`config.mk`:
```
export PLATFORM = sky130hd
export DESIGN_NAME = fdc_detect_irq
export DESIGN_NICKNAME = d
export VERILOG_FILES = /design/src/hw/fdc_pkg.sv /design/src/hw/fdc_detect_irq.sv
export SDC_FILE = /design/constraint.sdc
export NUM_CORES = 1
export LEC_CHECK = 0
export ABC_AREA = 1
export BUFFER_PORTS_ARGS = -buffer_cell sky130_fd_sc_hd__buf_2
export CORE_ASPECT_RATIO = 1.4
export CORE_MARGIN = 3
export CORE_UTILIZATION = 35
export CTS_CLUSTER_SIZE = 20
export DETAILED_ROUTE_END_ITERATION = 8
export SETUP_SLACK_MARGIN = 0.4
export SLEW_MARGIN = 25
export SYNTH_ARGS = -nofsm -noshare
export SYNTH_HDL_FRONTEND = slang
export SYNTH_SLANG_ARGS = --single-unit
```
`constraint.sdc`:
```
create_clock -name clk -period 1.45 [get_ports clk]
set_input_delay 0.0725 -clock clk [delete_from_list [all_inputs] [get_ports clk]]
set_output_delay 0.0725 -clock clk [all_outputs]
set_load 0.02 [all_outputs]
```
`src/hw/fdc_pkg.sv`:
```
// Package of constants and types for the demodulator detect control block
package fdc_pkg;
  localparam int unsigned ADDR_W = 16;
  localparam int unsigned DATA_W = 4;
  localparam logic [15:0] ADDR_CTRL_STATUS = 16'hFF66;
  localparam logic [15:0] ADDR_EDGE_SELECT = 16'hFF67;
  localparam logic [15:0] ADDR_IRQ_MASK = 16'hFFEA;
  localparam logic [15:0] ADDR_IRQ_FLAGS = 16'hFFFA;
  localparam int unsigned BIT_POWER_ON = 3;
  localparam int unsigned BIT_RING = 1;
  localparam int unsigned BIT_CARRIER = 0;
  localparam logic [3:0] REG_RESET = 4'h0;
  localparam logic [3:0] READ_UNMAPPED = 4'h0;
  // Cycles until the sync pipeline and the previous sample hold real input levels
  localparam logic [1:0] WARM_DONE = 2'h3;

  typedef struct packed {
    logic ring;
    logic carrier;
  } fdc_pair_t;

  typedef struct packed {
    logic [15:0] addr;
    logic [3:0] wdata;
    logic wr;
    logic rd;
  } fdc_bus_req_t;

  typedef struct packed {
    logic power_on;
    fdc_pair_t edge_sel;
    fdc_pair_t mask;
    fdc_pair_t flag;
    fdc_pair_t sync1;
    fdc_pair_t sync2;
    fdc_pair_t prev;
    logic [3:0] rdata;
    logic irq;
    logic serial2_rx;
    logic port3_serial_en;
    logic [1:0] warm;
  } fdc_state_t;
endpackage : fdc_pkg

```
`src/hw/fdc_detect_irq.sv`:
```
// Control, status and interrupt logic of the demodulator ring and carrier detectors
`timescale 1ns/10ps
`default_nettype none
module fdc_detect_irq (
  input wire logic clk,
  input wire logic rst_n,
  input wire logic [15:0] bus_addr,
  input wire logic [3:0] bus_wdata,
  input wire logic bus_wr,
  input wire logic bus_rd,
  output logic [3:0] bus_rdata,
  input wire logic ring_detect_input,
  input wire logic carrier_detect_input,
  input wire logic demod_data,
  input wire logic serial2_receive_pin,
  input wire logic serial2_pin_select,
  input wire logic cpu_irq_enable,
  output logic demod_power_on,
  output logic serial2_rx_data,
  output logic port3_serial_enable,
  output logic cpu_irq
);
  fdc_pkg::fdc_state_t s;
  fdc_pkg::fdc_state_t next_s;
  fdc_pkg::fdc_bus_req_t req;
  fdc_pkg::fdc_pair_t edge_ev;

  assign req = '{addr: bus_addr, wdata: bus_wdata, wr: bus_wr, rd: bus_rd};

  function automatic logic fdc_hit(input logic [15:0] a, input logic [15:0] r, input logic en);
    fdc_hit = en && (a == r);
  endfunction : fdc_hit

  function automatic logic fdc_edge(input logic cur, input logic prv, input logic fall);
    fdc_edge = fall ? (prv && !cur) : (!prv && cur);
  endfunction : fdc_edge

  always_comb begin
    next_s = s;
    // Two-stage sync then sample compare
    next_s.sync1 = '{ring: ring_detect_input, carrier: carrier_detect_input};
    next_s.sync2 = s.sync1;
    next_s.prev = s.sync2;
    // No edges until the pipeline is filled, else a high input after reset looks like a rise
    next_s.warm = (s.warm == fdc_pkg::WARM_DONE) ? s.warm : s.warm + 2'h1;
    edge_ev.ring = (s.warm == fdc_pkg::WARM_DONE)
      && fdc_edge(s.sync2.ring, s.prev.ring, s.edge_sel.ring);
    edge_ev.carrier = (s.warm == fdc_pkg::WARM_DONE)
      && fdc_edge(s.sync2.carrier, s.prev.carrier, s.edge_sel.carrier);
    if (fdc_hit(req.addr, fdc_pkg::ADDR_CTRL_STATUS, req.wr)) begin
      next_s.power_on = req.wdata[fdc_pkg::BIT_POWER_ON];
    end
    if (fdc_hit(req.addr, fdc_pkg::ADDR_EDGE_SELECT, req.wr)) begin
      next_s.edge_sel.ring = req.wdata[fdc_pkg::BIT_RING];
      next_s.edge_sel.carrier = req.wdata[fdc_pkg::BIT_CARRIER];
    end
    if (fdc_hit(req.addr, fdc_pkg::ADDR_IRQ_MASK, req.wr)) begin
      next_s.mask.ring = req.wdata[fdc_pkg::BIT_RING];
      next_s.mask.carrier = req.wdata[fdc_pkg::BIT_CARRIER];
    end
    if (fdc_hit(req.addr, fdc_pkg::ADDR_IRQ_FLAGS, req.wr)) begin
      if (req.wdata[fdc_pkg::BIT_RING]) begin
        next_s.flag.ring = 1'b0;
      end
      if (req.wdata[fdc_pkg::BIT_CARRIER]) begin
        next_s.flag.carrier = 1'b0;
      end
    end
    // Set after clear so an edge wins
    if (edge_ev.ring) begin
      next_s.flag.ring = 1'b1;
    end
    if (edge_ev.carrier) begin
      next_s.flag.carrier = 1'b1;
    end
    next_s.rdata = fdc_pkg::READ_UNMAPPED;
    if (fdc_hit(req.addr, fdc_pkg::ADDR_CTRL_STATUS, req.rd)) begin
      next_s.rdata[fdc_pkg::BIT_POWER_ON] = s.power_on;
      next_s.rdata[fdc_pkg::BIT_RING] = s.sync2.ring;
      next_s.rdata[fdc_pkg::BIT_CARRIER] = s.sync2.carrier;
    end
    if (fdc_hit(req.addr, fdc_pkg::ADDR_EDGE_SELECT, req.rd)) begin
      next_s.rdata[fdc_pkg::BIT_RING] = s.edge_sel.ring;
      next_s.rdata[fdc_pkg::BIT_CARRIER] = s.edge_sel.carrier;
    end
    if (fdc_hit(req.addr, fdc_pkg::ADDR_IRQ_MASK, req.rd)) begin
      next_s.rdata[fdc_pkg::BIT_RING] = s.mask.ring;
      next_s.rdata[fdc_pkg::BIT_CARRIER] = s.mask.carrier;
    end
    if (fdc_hit(req.addr, fdc_pkg::ADDR_IRQ_FLAGS, req.rd)) begin
      next_s.rdata[fdc_pkg::BIT_RING] = s.flag.ring;
      next_s.rdata[fdc_pkg::BIT_CARRIER] = s.flag.carrier;
    end
    next_s.irq = cpu_irq_enable &&
      ((s.flag.ring && s.mask.ring) || (s.flag.carrier && s.mask.carrier));
    next_s.serial2_rx = s.power_on ? demod_data : serial2_receive_pin;
    next_s.port3_serial_en = !s.power_on && serial2_pin_select;
  end

  always_ff @(posedge clk or negedge rst_n) begin
    if (!rst_n) begin
      s <= '0;
    end else begin
      s <= next_s;
    end
  end

  assign bus_rdata = s.rdata;
  assign demod_power_on = s.power_on;
  assign serial2_rx_data = s.serial2_rx;
  assign port3_serial_enable = s.port3_serial_en;
  assign cpu_irq = s.irq;
endmodule : fdc_detect_irq
`default_nettype wire

```
* After elaboration in Yosys (flattened, before gate mapping)
Cells that the tools add are included.
Widths: inputs -> output; s select.
** Cells by class
- Add/sub/neg operators :: 1
- Multiply operators :: 0
- Divide/modulo/power cells :: 0
- Magnitude comparators :: 0
- Eq/ne operators :: 5
- Shifts and indexed selects :: 0
- Muxes and demuxes :: 13
- Bitwise gates (word level) :: 0
- Reductions and logical operators :: 30
** Operators with widths (number)
- $eq 16x16->1 const B :: 4
- $logic_and 1x1->1 :: 18
- $mux 2 :: 5
- $mux 1 :: 8
- $reduce_bool 2->1 :: 4
- $logic_not 1->1 :: 5
- $reduce_and 2->1 :: 2
- $add 2x1->2 const B :: 1
- $eq 2x2->1 const B :: 1
- $logic_or 1x1->1 :: 1
** Storage, ports and cells
- Register bits after elaboration :: 21
- Bits in latches :: 0
- Memory bits (writable) :: 0
- Bits in read-only memories :: 0
- Input bits :: 30
- Output and inout port bits :: 8
- Word-level logic and storage cells :: 67
- Memories kept :: 0

* Logic depth before layout (Yosys ltp)
Gate-level depths: netlist of run 1.
- Word-level depth :: 6
- Gate-level depth with buffers :: 9
- Mapped depth without buffers :: 9

* Least setup slack after synthesis of run 1
Ideal clock, no wire load.
- Path kind :: reg-to-reg
- Start point :: register s[0] (netlist bit)
- End point :: register s[1] (netlist bit)
- Library setup time :: 0.125 ns
- Arrival :: 0.892 ns
- Required time :: 1.325 ns
- Path slack :: 0.434 ns
- Stages on the path, launching flop included :: 3
- Path buffers :: 0
- Period minus slack after synthesis :: 1.016 ns
- Path through :: dfrtp_1 ha_1 mux2_2
** On the way
- Word-level cells in the longest chain between the ends :: 1
- Elaborated cells on any way between the ends :: 2
- Those cells by class :: 1 x add/sub; 1 x eq/ne
** RTL lines
- start: declaration :: RTL line fdc_detect_irq.sv:23 : fdc_pkg::fdc_state_t s;
- start signal: assignment :: RTL line fdc_detect_irq.sv:104 : s <= next_s;
- $add 2x1->2 / $eq 2x2->1 (equally long branches) :: RTL line fdc_detect_irq.sv:45 : next_s.warm = (s.warm == fdc_pkg::WARM_DONE) ? s.warm : s.warm + 2'h1;
Parallel ways exist; a longest one is shown, timed or not.
A chain may end at the register's enable or synchronous reset.

* Worst setup path after layout of run 1
Same ends and word-level chain as after synthesis.

==> impl_metrics.env, run 1 <==
export IMPL_status="finished clean"
export IMPL_p_comb_share_pct=10.8
export IMPL_holdPathStages=2
export IMPL_first_iter_violations=27
export IMPL_syn_avg_cell_area_um2=8.65
export IMPL_vias=883
export IMPL_drive_gt1_share_pct=33.5
export IMPL_grt_pass1_wl_mm=3.37
export IMPL_detail_route_antenna_nets=0
export IMPL_post_place_ws_ns=0.374
export IMPL_yosys_warnings=0
export IMPL_fmax_ghz=0.970
export IMPL_cap_viol_max_count=0
export IMPL_gr_total_overflow=0
export IMPL_rows=22
export IMPL_reg2reg_slack_ns=0.42
export IMPL_drc=0
export IMPL_port_buffers=35
export IMPL_r2r_end="s[1]"
export IMPL_synth_edff_count=0
export IMPL_n_antenna_cell=0
export IMPL_postSynthNetCount=152
export IMPL_wl_per_cell_um=10.5
export IMPL_worstSkewPairLatency_ns=0.30
export IMPL_antenna_found_initial=0
export IMPL_cts_tree="done"
export IMPL_pwr_share_clk_pct=28.0
export IMPL_required_ns=1.65
export IMPL_pwr_share_seq_pct=61.1
export IMPL_hp_class="in -> reg"
export IMPL_setup_viol=0
export IMPL_grt_util_all_layers_pct=12.1
export IMPL_finalNonFillerCells=197
export IMPL_final_setup_worst_slack_ns=0.420
export IMPL_swShare_pct=23.4
export IMPL_final_common_cell="buf_2"
export IMPL_dpl_instance_area_um2=1230
export IMPL_timing_rr_start="s[0]"
export IMPL_clkTransAtPathRegs_ns=0.11
export IMPL_p_int_uw=751
export IMPL_grt_max_degree=22
export IMPL_wirelength_mm=2.07
export IMPL_dp_final_hpwl_mm=1.63
export IMPL_area_growth_pct=27.1
export IMPL_crit_type="reg -> reg"
export IMPL_critPathMaxFanout=4
export IMPL_rsz0062_at_grt="no"
export IMPL_grt_pass1_vias=861
export IMPL_finalSetupTns_ns=0
export IMPL_htreeDepth=1
export IMPL_syn_cell_area_um2=1050
export IMPL_hold_end="cpu_irq"
export IMPL_min_period_ns=1.03
export IMPL_final_setup_skew_ns=0.00361
export IMPL_critPathCaptureType="register"
export IMPL_place_gp_congestion=0.837
export IMPL_layout_nets=193
export IMPL_r2r_worst_path_cells=2
export IMPL_synth_async_reset_ratio_pct=100
export IMPL_p_total_uw=981
export IMPL_yosys_most_used_dff="dfrtp_1"
export IMPL_whs_ns=0.00877
export IMPL_hold_viol=0
export IMPL_cellLeakagePower_nw=0.682
export IMPL_postSynthCellCount=121
export IMPL_root_buffer="clkbuf_4"
export IMPL_ys_ff_latch=21
export IMPL_ys_seq_area_share_pct=50.2
export IMPL_final_cell_mix="35 x buf_2, 32 x nand2_1, 21 x dfrtp_1, 14 x inv_1, 8 x o21ai_1"
export IMPL_start_util_pct=38.0
export IMPL_p_sw_uw=230
export IMPL_dieHeight_um=70.7
export IMPL_post_cts_buffers=0
export IMPL_slew_violations=0
export IMPL_cts_buffers=3
export IMPL_placed_cells=187
export IMPL_peakVddDrop_uv=492
export IMPL_design_area_um2=1330
export IMPL_viasPerCell=4.48
export IMPL_min_from="cpu_irq_enable"
export IMPL_startpoint_type="register"
export IMPL_io_pins=38
export IMPL_worstPathArrival_ns=1.23
export IMPL_dieArea_um2=3690
export IMPL_die_x_um=52.2
export IMPL_netlist_cell_type_count=22
export IMPL_fin_crit_sh_pct=71.1
export IMPL_fin_util_pct=48.4
export IMPL_fp_coreArea_um2=2750
export IMPL_power_density_nw_per_um2=737
export IMPL_cts_sinks=21
export IMPL_firstDrtPassIters=4
export IMPL_clockBufferDepth=2
==> Yosys cell counts, types with 2 or more instances <==
cell      n  area share [%]
nand2_2   2             1.2
o21ai_0   2            0.96
a21oi_1   3             1.4
nand3_1   7             3.3
nor2_4    3             3.2
nor2_2    5             3.0
buf_4     4             2.9
dfrtp_1  21              50
inv_1    14             5.0
nand2_1  32              11
nand4_1   3             1.8
nor2_1    7             2.5
o21ai_1   8             3.8
nand3_2   2             1.9
==> how the worst max path moves through the flow <==
stage               start   end  slack (ns)  depth (start not counted)
floorplan            s[0]  s[1]        0.43                          2
CTS                  s[0]  s[1]        0.40                          2
detailed placement   s[0]  s[1]        0.37                          2
global placement     s[0]  s[1]        0.40                          2
finish               s[0]  s[1]        0.42                          2
global route         s[0]  s[1]        0.40                          2
==> state kept, by name (all words and copies together) (netlist names) <==
signal and cells:
serial2_rx_data 1, bus_rdata 3, port3_serial_enable 1, next_s 4, s 10, demod_power_on 1
cpu_irq 1
==> routing by layer <==
metal / global-route usage (%) / routed length, µm / up-vias
met1: 11.9 / 809 / 390
met5: 0 / 0 / -
met4: 8.81 / 55 / 0
li1: - / - / 455
met2: 22.2 / 1070 / 33
met3: 1.47 / 138 / 5
==> logic make-up (layout without fill, tap and decap cells) <==
kind of cell	count (synthesis)	count (layout)	share of synthesized area (%)
AND/OR/NAND/NOR	63	63	31.1
flip-flops	21	21	50.2
buffers and inverters	19	59	8.36
AO/OA/AOI/OAI	14	14	6.93
adder cells (fa/ha/maj)	1	1	1.19
other	1	1	0.358
XOR/XNOR	1	1	0.836
multiplexers	1	1	1.08
==> critical path, cell delays in order (launching register included) <==
cell and delay (ns):
dfrtp_1 0.43, ha_4 0.18, mux2_2 0.32
==> area by class of cell <==
cell class / count / area, µm²
Fill cell: 263 / 1420
Inverter: 14 / 52.6
Tap cell: 36 / 45.0
Multi-Input combinational cell: 81 / 447
Sequential cell: 21 / 526
Clock buffer: 4 / 26.3
Timing Repair Buffer: 41 / 235
==> repair_timing <==
action                                  CTS  global route
hold endpoints to repair                 25             0
gates resized for setup                   1             1
hold buffers                              6             0
pin swaps                                 0             0
endpoints found under the setup margin    1             1
==> power groups by stage <==
| stage | clock (mW) | sequential (mW) | combinational [mW] |
|---|---|---|---|
| floorplan | 0 | 0.612 | 0.0374 |
| global placement | 0 | 0.611 | 0.0918 |
| detailed placement | 0 | 0.611 | 0.0951 |
| CTS | 0.287 | 0.600 | 0.108 |
| global route | 0.313 | 0.601 | 0.120 |
| finish | 0.275 | 0.600 | 0.106 |
(Power assumes the default switching activity.)
==> run 2, diff against run 1 <==
Clock period 1.45 ns to 1.05 ns, I/O delays scaled along.
==> impl_metrics.env, run 2 (same netlist as run 1, synthesis figures left out) <==
export IMPL_setup_viol=0
export IMPL_antenna_found_initial=0
export IMPL_cts_hold_buffers=7
export IMPL_grt_pass1_wl_mm=3.90
export IMPL_place_gp_congestion=0.849
export IMPL_drc=0
export IMPL_wirelength_mm=2.28
export IMPL_slowest_delay_ns=0.42
export IMPL_layout_nets=203
export IMPL_dpl_instance_area_um2=1320
export IMPL_design_area_um2=1690
export IMPL_viasPerCell=4.55
export IMPL_dp_final_hpwl_mm=1.69
export IMPL_status="complete, but fails checks"
export IMPL_gr_total_overflow=0
export IMPL_worstSkewPairLatency_ns=0.30
export IMPL_critPathCaptureType="register"
export IMPL_io_pins=38
export IMPL_finalSetupTns_ns=0
export IMPL_first_iter_violations=3
export IMPL_p_total_mw=1.44
export IMPL_final_common_cell="buf_6"
export IMPL_start_util_pct=38.0
export IMPL_die_x_um=52.2
export IMPL_fillers=231
export IMPL_firstDrtPassIters=3
export IMPL_vias=942
export IMPL_rows=22
export IMPL_root_buffer="clkbuf_4"
export IMPL_slowest_stage="dfrtp_1"
export IMPL_path_cells="ha_4, mux2_2"
export IMPL_cts_sinks=21
export IMPL_startpoint_type="register"
export IMPL_final_setup_skew_ns=0.00192
export IMPL_largest_register_ffs=10
export IMPL_dieHeight_um=70.7
export IMPL_hold_viol=1
export IMPL_rsz0062_at_grt="yes"
export IMPL_clockBufferDepth=2
export IMPL_peakVddDrop_uv=768
export IMPL_hp_class="in -> reg"
export IMPL_n_antenna_cell=0
export IMPL_detail_route_antenna_nets=0
export IMPL_final_cell_mix="23 x buf_6, 20 x dfrtp_1, 19 x nand2_1, 14 x buf_2, 9 x nand2_2"
export IMPL_critPathMaxFanout=2
export IMPL_grt_max_degree=22
export IMPL_fin_crit_sh_pct=96.1
export IMPL_dieArea_um2=3690
export IMPL_crit_type="reg -> reg"
export IMPL_wl_per_cell_um=11.0
export IMPL_cap_viol_max_count=0
export IMPL_fmax_ghz=0.991
export IMPL_fp_coreArea_um2=2750
export IMPL_port_buffers=35
export IMPL_grt_util_all_layers_pct=13.5
export IMPL_regMostFlops="s"
export IMPL_clkTransAtPathRegs_ns=0.10
export IMPL_whs_ns=-0.00454
export IMPL_violations="hold timing"
export IMPL_cts_tree="done"
export IMPL_drive_gt1_share_pct=52.6
export IMPL_worstPathArrival_ns=1.21
export IMPL_htreeDepth=1
export IMPL_min_period_ns=1.01
export IMPL_grt_pass1_vias=985
export IMPL_power_density_nw_per_um2=853
export IMPL_slew_violations=0
export IMPL_area_growth_pct=61.6
export IMPL_cellLeakagePower_nw=0.801
export IMPL_required_ns=1.25
export IMPL_cts_buffers=3
## run 2: changes by cell type in the layout (fill, tap and decap cells not counted), sizes merged
| cell | before | now |
|---|---|---|
| buf | 35 | 43 |
| clkbuf | 4 | 5 |
| dlygate4sd3 | 6 | 7 |
## run 2: final timing paths
check	slack [ns]	from	depth (start not counted)	end
max reg2reg	0.04	s[1]	2	s[1]
min	-0.005	bus_wdata[3]	3	demod_power_on
max in group asynchronous	0.64	rst_n	2	demod_power_on
min in group asynchronous	0.18	rst_n	2	port3_serial_enable
max	0.04	s[1]	2	s[1]
min reg2reg	0.36	next_s[11]	0	next_s[9]
## run 2: worst max-delay path: cells and delay by family, from the launching register on
family	cells	cell delay (ns)
flops	1	0.42
fa+ha+maj	1	0.24
mux	1	0.25
## run 2: cell type report
type	instances	area [µm²]	area share [%]
Inverter	14	75.1	4.43
Tap cell	36	45.0	2.66
Sequential cell	21	527	31.1
Clock buffer	4	26.3	1.55
Multi-Input combinational cell	81	568	33.6
Timing Repair Buffer	51	452	26.7
## run 2: where the power goes
group          switching, mW  total (mW)  leakage, nW  internal [mW]
Clock                  0.228       0.376       0.0150          0.148
Sequential           0.00735       0.829        0.251          0.822
Combinational          0.114       0.238        0.535          0.124
Total                  0.349        1.44        0.801           1.09
## run 2: stage by stage
step	std cells	util [%]	setup WS, ns	hold WS [ns]
3_3_place_gp	187	47.9	0.0140	0.0262
2_1_floorplan	121	-	0.0706	-0.243
5_1_grt	207	61.5	0.0109	-0.0139
6_report	207	61.5	0.0405	-0.00454
4_1_cts	203	57.0	0.0362	-0.000408
3_5_place_dp	187	47.9	-0.0103	0.0267
## run 2: timing repair
item / in CTS / in global routing
endpoints found under the setup margin: 20 / 24
pin swaps: 16 / 17
setup buffers: 5 / 4
endpoints found under the hold margin: 27 / 1
resized for setup: 33 / 26
## run 2: per-layer routing
layer	vias up	share of wire [%]	routed length (µm)	global-route usage, %
met4	0	1.9	43	6.53
met5	-	0	0	0
met3	5	6.6	150	1.68
li1	479	-	-	-
met2	27	53	1200	23.2
met1	431	39	886	16.2
==> run 3, diff against run 2 <==
Settings changed: SETUP_SLACK_MARGIN 0.4 to 0.3.
Clock period 1.05 ns to 1.1 ns, I/O delays scaled along.
==> impl_metrics.env, run 3 (same netlist as run 1, synthesis figures left out) <==
export IMPL_critPathCaptureType="register"
export IMPL_cts_tree="done"
export IMPL_required_ns=1.30
export IMPL_final_setup_worst_slack_ns=0.0877
export IMPL_fin_crit_sh_pct=92.0
export IMPL_layout_nets=197
export IMPL_port_buffers=35
export IMPL_status="finished clean"
export IMPL_design_area_um2=1450
export IMPL_dieHeight_um=70.7
export IMPL_wl_per_cell_um=11.1
export IMPL_dr_wl_met3_um=144
export IMPL_wirelength_mm=2.23
export IMPL_met2WireLength_mm=1.23
export IMPL_min_period_ns=1.01
export IMPL_timing_rr_start="s[1]"
export IMPL_finalNonFillerCells=201
export IMPL_setup_viol=0
export IMPL_m1WireLength_um=833
export IMPL_startpoint="s[1]"
export IMPL_hold_viol=0
export IMPL_regMostFlops="s"
export IMPL_r2r_end="s[1]"
export IMPL_grt_pass1_wl_mm=3.61
export IMPL_vias=931
export IMPL_die_x_um=52.2
export IMPL_cts_sinks=21
export IMPL_clockBufferDepth=2
export IMPL_area_growth_pct=38.4
export IMPL_io_pins=38
export IMPL_final_common_cell="buf_2"
export IMPL_cap_viol_max_count=0
export IMPL_hp_class="in -> reg"
export IMPL_grt_pass1_vias=897
export IMPL_cts_buffers=3
export IMPL_dieArea_um2=3690
export IMPL_clkTransAtPathRegs_ns=0.12
export IMPL_highest_layer="met4"
export IMPL_final_setup_skew_ns=0.00195
export IMPL_power_density_nw_per_um2=913
export IMPL_drive_gt1_share_pct=38.8
export IMPL_fillers=268
export IMPL_placed_cells=187
export IMPL_viasPerCell=4.63
export IMPL_cp_num_buf_inv=0
export IMPL_slowest_stage="dfrtp_1"
export IMPL_gr_total_overflow=0
export IMPL_largest_register_ffs=10
export IMPL_grt_max_degree=22
export IMPL_rsz0062_at_grt="yes"
export IMPL_root_buffer="clkbuf_4"
export IMPL_post_place_ws_ns=0.0180
export IMPL_start_util_pct=38.0
export IMPL_multiInputGateArea_um2=483
export IMPL_crit_type="reg -> reg"
export IMPL_critPathMaxFanout=2
export IMPL_peakVddDrop_uv=812
export IMPL_drc=0
export IMPL_rows=22
export IMPL_path_cells="ha_4, mux2_2"
export IMPL_cp_depth=2
export IMPL_holdPathStages=3
export IMPL_htreeDepth=1
export IMPL_detail_route_antenna_nets=0
export IMPL_n_antenna_cell=0
export IMPL_grt_util_all_layers_pct=12.7
export IMPL_r2r_worst_path_cells=2
export IMPL_seq_area_um2=526
export IMPL_first_iter_violations=18
export IMPL_fp_coreArea_um2=2750
export IMPL_dpl_instance_area_um2=1280
export IMPL_antenna_found_initial=0
export IMPL_critPathTopFamily="flip-flops"
export IMPL_worstSkewPairLatency_ns=0.30
export IMPL_final_cell_mix="28 x buf_2, 27 x nand2_1, 21 x dfrtp_1, 13 x inv_1"
export IMPL_finalSetupTns_ns=0
export IMPL_slew_violations=0
export IMPL_reg2reg_slack_ns=0.09
export IMPL_fmax_ghz=0.988
export IMPL_firstDrtPassIters=4
export IMPL_place_gp_congestion=0.867
export IMPL_worstPathArrival_ns=1.22
export IMPL_startpoint_type="register"
export IMPL_slowest_delay_ns=0.43
export IMPL_cellLeakagePower_nw=0.717
export IMPL_crit_path_end="s[1]"
export IMPL_dp_final_hpwl_mm=1.70
==> run 3: changes by cell type in the layout (fill, tap and decap cells not counted), moves of 3 or more <==
cell	previous run	this run
nand2_2	9	5
buf_6	23	8
nand2_4	6	2
nor2_4	8	4
buf_2	14	28
buf_4	6	2
nor2_1	3	7
nand2_1	19	27
inv_4	3	0
inv_1	8	13
==> run 3: power breakdown <==
group          leakage, nW  switching [mW]  internal (mW)  total [mW]
Clock               0.0177           0.235          0.136       0.370
Combinational        0.448          0.0876         0.0741       0.162
Sequential           0.251         0.00687          0.785       0.792
==> run 3: worst min-delay path, stage by stage <==
cell and delay (ns):
buf_2 0.09, nor2_1 0.04, a21oi_1 0.10
==> run 3: area by class of cell <==
| class | count | area share [%] |
|---|---|---|
| well taps | 36 | 3.11 |
| clock buffers | 3 | 1.55 |
| repair buffers | 45 | 21.8 |
| clock inverters | 1 | 0.345 |
| inverters | 14 | 3.63 |
| multi-input cells | 81 | 33.3 |
| flip-flops and latches | 21 | 36.3 |
==> run 3: per-layer routing <==
metal  GRT usage [%]  up-vias
met3            1.47        4
met1            13.0      438
met4            5.97        0
met2            24.2       26
met5               0        -
li1                -      463
==> run 3: stage by stage <==
stage,total power [mW],utilization [%],hold WS (ns)
floorplan,0.863,-,-0.241
global placement,0.942,46.5,0.0327
detailed placement,0.948,46.5,0.0331
CTS,1.34,52.4,0.00443
global route,1.39,52.6,0.0104
finish,1.32,52.6,0.0189
==> run 3: what timing repair did <==
| item | 4_1_cts | 5_1_grt |
|---|---|---|
| hold buffers | 7 | 0 |
| pin swaps | 1 | 1 |
| endpoints found under the hold margin | 26 | 0 |
| buffers inserted | 3 | 0 |
| setup endpoints to repair | 12 | 15 |
| resized for setup | 14 | 3 |
| cloned | 0 | 0 |
==> run 3: worst min path at each step <==
stage	startpoint	end	slack, ns
floorplan	rst_n	bus_rdata[0]	-0.24
global placement	rst_n	port3_serial_enable	0.03
detailed placement	rst_n	next_s[11]	0.03
CTS	bus_wdata[3]	demod_power_on	0.004
global route	bus_wdata[3]	demod_power_on	0.01
finish	bus_wdata[3]	demod_power_on	0.02
